$ cat src/shared/dpr_pkg.sv
package dpr_pkg;
  localparam logic [4:0] ADDR_CTRL1 = 5'h00;
  localparam logic [4:0] ADDR_HOLE = 5'h05;
  localparam logic [4:0] ADDR_LAST = 5'h10;
  localparam logic [4:0] ADDR_PROF5 = 5'h0E;
  localparam logic [4:0] ADDR_PROF6 = 5'h0F;
  localparam logic [4:0] ADDR_PROF7 = 5'h10;
  localparam int PROF_FIRST = 5;
  localparam int PROF_COUNT = 3;
  localparam int PROF_BITS = 48;
  localparam int FTW_LSB = 0;
  localparam int FTW_BITS = 32;
  localparam int POW_LSB = 32;
  localparam int POW_BITS = 14;
  localparam logic [47:0] PROF_WRITABLE = 48'h3FFF_FFFF_FFFF;
  localparam logic [47:0] PROF_RESET = 48'h0000_0000_0000;
  localparam logic [31:0] CTRL1_RESET = 32'h0000_0000;
  localparam int CTRL1_INT_PROF_BIT = 27;
  localparam int CTRL1_PROF_SEL_MSB = 22;
  localparam int CTRL1_PROF_SEL_LSB = 20;
  localparam logic [3:0] LEN_CTRL1 = 4'h4;
  localparam logic [3:0] LEN_PROF = 4'h6;
  localparam logic [3:0] LEN_OTHER = 4'h4;
  localparam logic [3:0] LEN_NONE = 4'h0;

  // Byte count per serial address; zero marks the hole and anything past the map.
  function automatic logic [3:0] dpr_reg_len(input logic [4:0] addr);
    if (addr == ADDR_HOLE || addr > ADDR_LAST) begin
      return LEN_NONE;
    end else if (addr == ADDR_CTRL1) begin
      return LEN_CTRL1;
    end else if (addr >= 5'h09) begin
      return LEN_PROF;
    end else begin
      return LEN_OTHER;
    end
  endfunction : dpr_reg_len

  function automatic logic [7:0] dpr_pick_byte(input logic [47:0] word, input logic [2:0] idx);
    return word[{idx, 3'b000} +: 8];
  endfunction : dpr_pick_byte
endpackage : dpr_pkg

$ cat src/hdl/dpr_profile_bank.sv
`timescale 1ns/10ps
// Function
// - Decode serial addresses 0x00 to 0x10; 0x05 is an unused hole.
// - Each register has only the bytes it needs; lengths differ by address.
// - Profile registers are 48 bits; 47:46 unused, 45:32 hold phase offset.
// - Written bits wait in a buffer until the transfer strobe moves them active.
// - Immediate bits act once their byte write completes, no strobe needed.
// - Bit 0 is the least significant; field A:B runs from A down to B.
// - Profiles 5 to 7 reset to zero in every byte.
// - Internal-profile bit selects profile from control bits, else from profile pins.
module dpr_profile_bank import dpr_pkg::*; #(
  parameter logic [31:0] CTRL1_IMMEDIATE = 32'h0000_0000
) (
  input wire logic clk,
  input wire logic rst,
  input wire logic ce,
  input wire logic io_update,
  input wire logic wr_en,
  input wire logic rd_en,
  input wire logic [4:0] reg_addr,
  input wire logic [2:0] byte_idx,
  input wire logic [7:0] wr_data,
  input wire logic [2:0] profile_pins,
  output logic [7:0] rd_data,
  output logic rd_valid,
  output logic addr_err,
  output logic [2:0] active_profile,
  output logic active_hit,
  output logic [31:0] active_ftw,
  output logic [13:0] active_pow
);
  logic [31:0] ctrl1_buf;
  logic [31:0] ctrl1_act;
  logic [PROF_BITS-1:0] prof_buf [PROF_COUNT];
  logic [PROF_BITS-1:0] prof_act [PROF_COUNT];
  logic access;
  logic in_range;
  logic is_ctrl1;
  logic is_prof;
  logic [1:0] prof_slot;
  logic [2:0] next_profile;
  logic [4:0] slot_addr;

  assign access = ce && (wr_en || rd_en);
  assign in_range = {1'b0, byte_idx} < dpr_reg_len(reg_addr);
  assign is_ctrl1 = reg_addr == ADDR_CTRL1;
  assign is_prof = reg_addr >= ADDR_PROF5 && reg_addr <= ADDR_PROF7;
  assign slot_addr = reg_addr - ADDR_PROF5;
  assign prof_slot = slot_addr[1:0];

  always_ff @(posedge clk or posedge rst) begin
    if (rst) begin
      ctrl1_buf <= CTRL1_RESET;
    end else if (ce && wr_en && in_range && is_ctrl1) begin
      ctrl1_buf[{byte_idx[1:0], 3'b000} +: 8] <= wr_data;
    end
  end

  // Immediate bits follow the buffer on the next enabled clock; the others wait for the strobe.
  always_ff @(posedge clk or posedge rst) begin
    if (rst) begin
      ctrl1_act <= CTRL1_RESET;
    end else if (ce) begin
      ctrl1_act <= (io_update ? ctrl1_buf : ctrl1_act) & ~CTRL1_IMMEDIATE
        | (ctrl1_buf & CTRL1_IMMEDIATE);
    end
  end

  // Bits 47:46 are masked on write so they can never leave their default.
  always_ff @(posedge clk or posedge rst) begin
    if (rst) begin
      for (int i = 0; i < PROF_COUNT; i++) begin
        prof_buf[i] <= PROF_RESET;
      end
    end else if (ce && wr_en && in_range && is_prof) begin
      prof_buf[prof_slot][{byte_idx, 3'b000} +: 8] <= wr_data
        & PROF_WRITABLE[{byte_idx, 3'b000} +: 8];
    end
  end

  always_ff @(posedge clk or posedge rst) begin
    if (rst) begin
      for (int i = 0; i < PROF_COUNT; i++) begin
        prof_act[i] <= PROF_RESET;
      end
    end else if (ce && io_update) begin
      for (int i = 0; i < PROF_COUNT; i++) begin
        prof_act[i] <= prof_buf[i];
      end
    end
  end

  // Registers outside this bank decode but hold no storage here, so they read zero.
  always_ff @(posedge clk or posedge rst) begin
    if (rst) begin
      rd_data <= 8'h00;
      rd_valid <= 1'b0;
      addr_err <= 1'b0;
    end else if (ce) begin
      rd_valid <= rd_en && in_range;
      addr_err <= access && !in_range;
      if (rd_en) begin
        if (in_range && is_ctrl1) begin
          rd_data <= dpr_pick_byte({16'h0000, ctrl1_buf}, byte_idx);
        end else if (in_range && is_prof) begin
          rd_data <= dpr_pick_byte(prof_buf[prof_slot], byte_idx);
        end else begin
          rd_data <= 8'h00;
        end
      end
    end
  end

  always_comb begin
    if (ctrl1_act[CTRL1_INT_PROF_BIT]) begin
      next_profile = ctrl1_act[CTRL1_PROF_SEL_MSB:CTRL1_PROF_SEL_LSB];
    end else begin
      next_profile = profile_pins;
    end
  end

  // Only profiles 5 to 7 live here; other selections report a miss and zero words.
  always_ff @(posedge clk or posedge rst) begin
    if (rst) begin
      active_profile <= 3'h0;
      active_hit <= 1'b0;
      active_ftw <= 32'h0000_0000;
      active_pow <= 14'h0000;
    end else if (ce) begin
      active_profile <= next_profile;
      active_hit <= next_profile >= 3'(PROF_FIRST);
      if (next_profile >= 3'(PROF_FIRST)) begin
        active_ftw <= prof_act[2'(next_profile - 3'(PROF_FIRST))][FTW_LSB +: FTW_BITS];
        active_pow <= prof_act[2'(next_profile - 3'(PROF_FIRST))][POW_LSB +: POW_BITS];
      end else begin
        active_ftw <= 32'h0000_0000;
        active_pow <= 14'h0000;
      end
    end
  end

  property p_hole_reads_zero;
    @(posedge clk) disable iff (rst)
    (ce && rd_en && reg_addr == ADDR_HOLE) |=> (rd_data == 8'h00 && addr_err && !rd_valid);
  endproperty
  a_hole_reads_zero: assert property (p_hole_reads_zero) else $error("hole read not zero");

  property p_past_map_error;
    @(posedge clk) disable iff (rst)
    (ce && (wr_en || rd_en) && reg_addr > ADDR_LAST) |=> addr_err;
  endproperty
  a_past_map_error: assert property (p_past_map_error) else $error("unmapped access unflagged");

  property p_prof_length;
    @(posedge clk) disable iff (rst)
    (ce && rd_en && is_prof) |=> (rd_valid == ($past(byte_idx) < 3'h6));
  endproperty
  a_prof_length: assert property (p_prof_length) else $error("profile length wrong");

  property p_open_bits_zero;
    @(posedge clk) disable iff (rst)
    prof_buf[0][47:46] == 2'b00 && prof_buf[1][47:46] == 2'b00 && prof_buf[2][47:46] == 2'b00;
  endproperty
  a_open_bits_zero: assert property (p_open_bits_zero) else $error("open bits changed");

  property p_hold_without_strobe;
    @(posedge clk) disable iff (rst)
    !io_update |=> $stable(prof_act[0]) && $stable(prof_act[1]) && $stable(prof_act[2]);
  endproperty
  a_hold_without_strobe: assert property (p_hold_without_strobe) else $error("active moved");

  property p_strobe_transfers;
    @(posedge clk) disable iff (rst)
    (ce && io_update) |=> prof_act[2] == $past(prof_buf[2]) && ctrl1_act == $past(ctrl1_buf);
  endproperty
  a_strobe_transfers: assert property (p_strobe_transfers) else $error("strobe lost data");

  property p_immediate_bits;
    @(posedge clk) disable iff (rst)
    ce |=> (ctrl1_act & CTRL1_IMMEDIATE) == ($past(ctrl1_buf) & CTRL1_IMMEDIATE);
  endproperty
  a_immediate_bits: assert property (p_immediate_bits) else $error("immediate bit late");

  property p_byte_lane;
    @(posedge clk) disable iff (rst)
    (ce && wr_en && reg_addr == ADDR_PROF5 && byte_idx == 3'h0) |=>
      prof_buf[0][7:0] == $past(wr_data);
  endproperty
  a_byte_lane: assert property (p_byte_lane) else $error("byte lane wrong");

  property p_reset_zero;
    @(posedge clk) rst |-> prof_act[0] == 48'h0 && prof_buf[2] == 48'h0;
  endproperty
  a_reset_zero: assert property (p_reset_zero) else $error("profile not reset");

  property p_profile_select;
    @(posedge clk) disable iff (rst)
    (ce && ctrl1_act[CTRL1_INT_PROF_BIT]) |=>
      active_profile == $past(ctrl1_act[CTRL1_PROF_SEL_MSB:CTRL1_PROF_SEL_LSB]);
  endproperty
  a_profile_select: assert property (p_profile_select) else $error("profile select wrong");

  c_strobe: cover property (@(posedge clk) disable iff (rst) ce && io_update && is_prof);
  c_hole: cover property (@(posedge clk) disable iff (rst) ce && wr_en && reg_addr == ADDR_HOLE);
  c_hit: cover property (@(posedge clk) disable iff (rst) active_hit && active_ftw != 32'h0);
endmodule : dpr_profile_bank

$ cat config.mk
export PLATFORM = sky130hd
export DESIGN_NAME = dpr_profile_bank
export DESIGN_NICKNAME = d
export VERILOG_FILES = /design/src/shared/dpr_pkg.sv /design/src/hdl/dpr_profile_bank.sv
export SDC_FILE = /design/constraint.sdc
export NUM_CORES = 1
export LEC_CHECK = 0
export BUFFER_PORTS_ARGS = -buffer_cell sky130_fd_sc_hd__buf_2
export CAP_MARGIN = 30
export CELL_PAD_IN_SITES_DETAIL_PLACEMENT = 0
export CELL_PAD_IN_SITES_GLOBAL_PLACEMENT = 1
export CORE_MARGIN = 2
export CORE_UTILIZATION = 40
export CTS_CLUSTER_DIAMETER = 150
export DETAILED_ROUTE_END_ITERATION = 12
export HOLD_SLACK_MARGIN = 0.03
export PLACE_DENSITY_LB_ADDON = 0.1
export SLEW_MARGIN = 25
export SYNTH_ARGS = -nofsm -noshare
export SYNTH_HDL_FRONTEND = slang
export SYNTH_SLANG_ARGS = --single-unit
$ cat constraint.sdc
create_clock -name clk -period 13.6 [get_ports clk]
set_clock_uncertainty 0.15 [all_clocks]
set_input_delay 0.68 -clock clk [delete_from_list [all_inputs] [get_ports clk]]
set_output_delay 0.68 -clock clk [all_outputs]
set_load 0.05 [all_outputs]
==> impl_metrics.json, run 1 <==
{
  "status": "finished clean",
  "dieArea_um2": 43990,
  "synthesis.nets": 1496,
  "nFillCells": 3916,
  "critPathLaunchType": "input port",
  "synth.distinct_cells": 50,
  "cts_tree": "yes",
  "timing.max_cap.violations": 0,
  "portBuffers": 84,
  "synth-async-reset-ratio_pct": 100.0,
  "p_leak_nw": 9.135,
  "crit_arrival_ns": 4.50,
  "syn_inst": 1462,
  "fin_nets": 1550,
  "drive_above_1_share_pct": 28.33,
  "ant_nets": 0,
  "post_drt_wl_per_cell_um": 23.58,
  "grt_pass1_vias": 11340,
  "yosysWarnings": 0,
  "critPathSlowestCell": "clkinv_1",
  "synth.avg_cell_area_um2": 11.58,
  "grt_antenna_before_repair": 1,
  "grt_pass1_wl_um": 75040,
  "clk_pin_slew_ns": 0.06,
  "grt_start_max_net_pins": 168,
  "fin_crit_ns": 4.197,
  "post_cts_resized": 0,
  "syn_area_um2": 16930,
  "slew_viol_final": 0,
  "period_share_pct": 30.86,
  "holdWs_ns": 0.07387,
  "die_x_um": 209.7,
  "cts_setup_buffers": 0,
  "max_freq_mhz": 238.3,
  "rrSetupSlack_ns": 10.14,
  "relSlewSlack_pct": 34.50,
  "finalSetupTns_ns": 0,
  "drc_errors": 0,
  "cts-htree-levels": 2,
  "layout_commonest_cell": "dfrtp_1",
  "ys_ff_latch": 378,
  "n_antenna_cell": 0,
  "worstPathRequired_ns": 13.90,
  "path_class": "input port to flip-flop",
  "drt-total-wl_um": 49170,
  "worstMarginPinSlew_ns": 0.9820,
  "grt.total_usage_pct": 22.89,
  "rows": 75,
  "num_vias": 11400,
  "dieHeight_um": 209.7,
  "start_util_pct": 40.45,
  "dr.pass1.iters": 5,
  "path_delay_family": "buffers and inverters",
  "grt_overflow": 0,
  "cp_max_fo": 22,
  "setup_viol": 0,
  "hold_viol": 0,
  "clock_sinks": 378,
  "viasPerCell": 5.469,
  "cp-end-kind": "flip-flop",
  "cpMostUsedCell": "ha_1",
  "core_region_area_um2": 41850,
  "cts-root-buf": "clkbuf_16",
  "ys_seq_area_share_pct": 55.87,
  "rsz0062_at_grt": "no",
  "synth_edf_count": 0,
  "max_stage_delay_ns": 0.80,
  "numCtsBuffers": 44,
  "syn_to_final_growth_pct": 14.04,
  "num_io_pins": 85,
  "hold_buffers": 0,
  "hold_class": "input port to async pin",
  "synth_flop_cell": "dfrtp_1",
  "clk_latency_ns": 0.56,
  "layout_common_cells": "dfrtp_1, mux2_2, nand2_1, o21ai_0, buf_2",
  "worstPathCellList": "buf_2, clkinv_1, ha_1, ha_1, nor2b_1, and3b_1, nand4_1, o21ai_0",
  "hpwl_um": 31950,
  "peakVddDrop_v": 0.00008093,
  "crit_buf_inv": 2,
  "cellPowerDensity_nw_per_um2": 129.3,
  "drtIter0Drc": 688,
  "gp_congestion": 0.8469,
  "clock_path_buffers": 3
}
==> state kept, by name, indices dropped and copies added (netlist names) <==
name            flops
prof_buf          144
prof_act          138
active_ftw         32
ctrl1_buf          32
active_pow         14
rd_data             8
ctrl1_act           4
active_profile      3
active_hit          1
addr_err            1
rd_valid            1
==> synthesized netlist by cell type (4+ instances only) <==
cell type	n	share of area [%]
a21oi_1	64	1.9
a221o_1	4	0.24
a22oi_1	32	1.4
and2_0	11	0.41
buf_1	20	0.44
buf_2	20	0.59
buf_4	5	0.22
clkbuf_1	48	1.1
dfrtp_1	378	56
ha_1	9	0.67
inv_1	61	1.4
mux2_2	233	15
mux2i_1	66	3.9
mux4_2	14	1.9
nand2_1	171	3.8
nand3_1	13	0.38
nand4_1	11	0.41
nor2_1	55	1.2
nor2_4	4	0.27
nor2b_1	7	0.26
nor3_1	4	0.12
o21ai_0	141	4.2
o22ai_1	47	1.7
==> cell families after synthesis <==
kind of cell    share of synthesized area (%)
buf+inv                                 3.762
fa+ha+maj                              0.6652
simple gates                            8.218
mux                                     21.26
compound gates                          10.22
flops                                   55.87
==> cell type report <==
type | count | area (um2) | area share, %
clock buffer | 69 | 1336 | 6.921
sequential | 378 | 9459 | 48.99
timing repair buffer | 102 | 620.6 | 3.214
multi-input combinational | 928 | 6889 | 35.68
clock inverter | 7 | 87.58 | 0.4536
tap | 539 | 674.4 | 3.493
inverter | 62 | 240.2 | 1.244
==> routing by layer <==
metal / track usage, % / vias up / part of all wire, %
met3: 3.950 / 73 / 5.0
met5: 0 / - / 0.028
met2: 33.93 / 235 / 44
met1: 33.98 / 5822 / 48
li1: - / 5270 / -
met4: 7.753 / 2 / 2.8
==> metrics by stage <==
| step | utilization, % | setup WS (ns) | instances | power (mW) | area, um2 |
|---|---|---|---|---|---|
| after global placement | 42.52 | 8.951 | 2006 | 1.346 | 17800 |
| after floorplan | - | 2.269 | 1462 | 1.278 | 16930 |
| after detailed placement | 42.65 | 8.834 | 2008 | 1.348 | 17850 |
| after CTS | 46.06 | 9.423 | 2084 | 2.528 | 19280 |
| final | 46.13 | 9.403 | 2085 | 2.496 | 19310 |
| after global routing | 46.13 | 8.930 | 2085 | 2.589 | 19310 |
==> path summary, 6_finish.rpt <==
path                                from              to  cells after the start
min                                  rst  active_ftw[27]                      2
max reg2reg                ctrl1_act[27]  active_ftw[22]                      8
max in group asynchronous            rst     prof_buf[5]                      4
max                          byte_idx[0]    prof_buf[30]                      8
min reg2reg                 ctrl1_buf[1]    ctrl1_buf[1]                      2
min in group clk              wr_data[7]    ctrl1_buf[7]                      3
==> power by group <==
part           switching [mW]  internal (mW)  total, mW
registers             0.00757           1.14       1.15
logic                   0.136         0.0449      0.181
clock network           0.462          0.708       1.17
total                   0.606           1.89       2.50
(Power assumes the default switching activity.)
==> run 2: changes to the inputs <==
==> constraint.sdc (replaced) <==
create_clock -name clk -period 3.9 [get_ports clk]
set_clock_uncertainty 0.15 [all_clocks]
set_input_delay 0.195 -clock clk [delete_from_list [all_inputs] [get_ports clk]]
set_output_delay 0.195 -clock clk [all_outputs]
set_load 0.05 [all_outputs]
==> run 2 against run 1 <==
  * First-iteration DRC count is 9.9% higher
  * Via count grew 0.33%
  * Cell area grew 0.49%
  * Hold slack gained 0.019 ns
  * Combinational power rose to 3.6 times the previous value
  * Flip-flop and latch count unchanged
  * Clock power grew to 3.2 times the previous value
  * Non-clock buffer count up 26
  * Die area unchanged
  * Power increased to 3.4 times the previous value
  * Critical endpoint is now prof_buf[143]
  * Highest routed layer is now met4
==> impl_metrics.json, run 2 (same netlist as run 1, synthesis figures left out) <==
{
  "status": "finished clean",
  "rows": 75,
  "portBuffers": 84,
  "drc_errors": 0,
  "multi_input_area_um2": 6877,
  "post_drt_wl_per_cell_um": 22.93,
  "finalPower_mw": 8.405,
  "worstPathCellList": "buf_2, buf_4, nor2b_1, nand4_1, o21ai_0",
  "setup_viol": 0,
  "crit_arrival_ns": 2.80,
  "largest_register_ffs": 144,
  "hold_class": "input port to flip-flop",
  "dieHeight_um": 209.7,
  "clk_pin_slew_ns": 0.06,
  "register_area_um2": 9459,
  "grt_start_max_net_pins": 146,
  "peakVddDrop_v": 0.0002975,
  "timing.max_cap.violations": 0,
  "dieArea_um2": 43990,
  "layout_common_cells": "dfrtp_1, mux2_2, nand2_1, o21ai_0, buf_2",
  "final_util_pct": 46.36,
  "num_io_pins": 85,
  "critPathSlowestCell": "buf_4",
  "grt_overflow": 0,
  "rsz0062_at_grt": "no",
  "max_stage_delay_ns": 0.75,
  "cp-end-kind": "flip-flop",
  "drive_above_1_share_pct": 28.38,
  "start_util_pct": 40.45,
  "n_antenna_cell": 0,
  "drtIter0Drc": 756,
  "syn_to_final_growth_pct": 14.60,
  "clk_latency_ns": 0.56,
  "worstMarginPinSlew_ns": 0.9872,
  "core_region_area_um2": 41850,
  "numCtsBuffers": 43,
  "fin_nets": 1575,
  "regMostFlops": "prof_buf",
  "slew_viol_final": 0,
  "hold_viol": 0,
  "grt_pass1_vias": 11570,
  "critPathLaunchType": "input port",
  "layout_commonest_cell": "dfrtp_1",
  "fin_crit_ns": 2.498,
  "drt-total-wl_um": 48320,
  "path_class": "input port to flip-flop",
  "grt.total_usage_pct": 22.40,
  "cp_max_fo": 49,
  "max_freq_mhz": 400.3,
  "top_regs": "prof_buf x144, prof_act x138",
  "p_leak_nw": 9.190,
  "relSlewSlack_pct": 34.15,
  "grt_pass1_wl_um": 73770,
  "clock_path_buffers": 3,
  "cts-root-buf": "clkbuf_16",
  "cts-htree-levels": 2,
  "dr.pass1.iters": 6,
  "period_share_pct": 64.06,
  "nFillCells": 3957,
  "clock_sinks": 378,
  "cts_tree": "yes",
  "cellPowerDensity_nw_per_um2": 433.2,
  "hpwl_um": 31670,
  "viasPerCell": 5.430,
  "grt_antenna_before_repair": 0,
  "num_vias": 11440,
  "worstPathRequired_ns": 4.20,
  "die_x_um": 209.7,
  "ant_nets": 0,
  "post_cts_resized": 0,
  "gp_congestion": 0.8606
}
==> run 2: through the flow <==
stage | area [um2] | cells | setup WS [ns] | TNS, ns | hold WS [ns]
CTS | 19400 | 2107 | 1.355 | 0 | 0.05122
detailed placement | 17990 | 2022 | 0.7988 | 0 | 0.2375
global placement | 17990 | 2022 | 0.8606 | 0 | 0.2388
finish | 19400 | 2107 | 1.402 | 0 | 0.09331
floorplan | 16930 | 1462 | -1.523 | -575.71 | 0.1749
global route | 19400 | 2107 | 1.247 | 0 | 0.1125
==> run 2: path summary, 6_finish.rpt <==
check                         startpoint             end  slack [ns]  depth (start not counted)
max reg2reg                ctrl1_act[27]  active_ftw[20]        1.43                          6
max in group asynchronous            rst    prof_act[90]        2.58                          4
min reg2reg                ctrl1_buf[16]   ctrl1_buf[16]        0.32                          2
min in group asynchronous            rst  active_ftw[24]        0.19                          4
min                          byte_idx[1]      rd_data[4]        0.09                          4
max                          reg_addr[1]   prof_buf[143]        1.40                          5
==> run 2: final cells by class <==
type / instances / share of cell area (%)
Clock buffer: 62 / 6.326
Tap cell: 539 / 3.476
Multi-Input combinational cell: 928 / 35.44
Timing Repair Buffer: 128 / 4.488
Clock inverter: 10 / 0.2966
Inverter: 62 / 1.219
Sequential cell: 378 / 48.75
==> run 2: power by group <==
group / total (mW) / switching, mW / internal (mW) / leakage (nW)
clock: 3.77 / 1.59 / 2.17 / 0.641
sequential: 3.99 / 0.0261 / 3.97 / 5.22
combinational: 0.645 / 0.468 / 0.177 / 3.33
total: 8.40 / 2.09 / 6.32 / 9.19
==> run 2: worst max-delay path, delay by kind of cell <==
family | cells | cell delay (ns)
compound gates | 1 | 0.41
simple gates | 2 | 1.16
buf+inv | 2 | 1.01
==> run 2: repair_timing <==
item,4_1_cts,5_1_grt
buffers inserted,0,0
hold buffers,13,0
endpoints found under the hold margin,431,0
endpoints found under the setup margin,0,0
==> run 2: layer usage <==
layer  global-route usage, %  vias to the layer above  part of all wire [%]
met5                       0                        -                     0
met4                   5.551                        0                   2.0
met3                   4.130                       57                   4.6
met2                   34.65                      230                    45
met1                   32.63                     5835                    48
li1                        -                     5318                     -
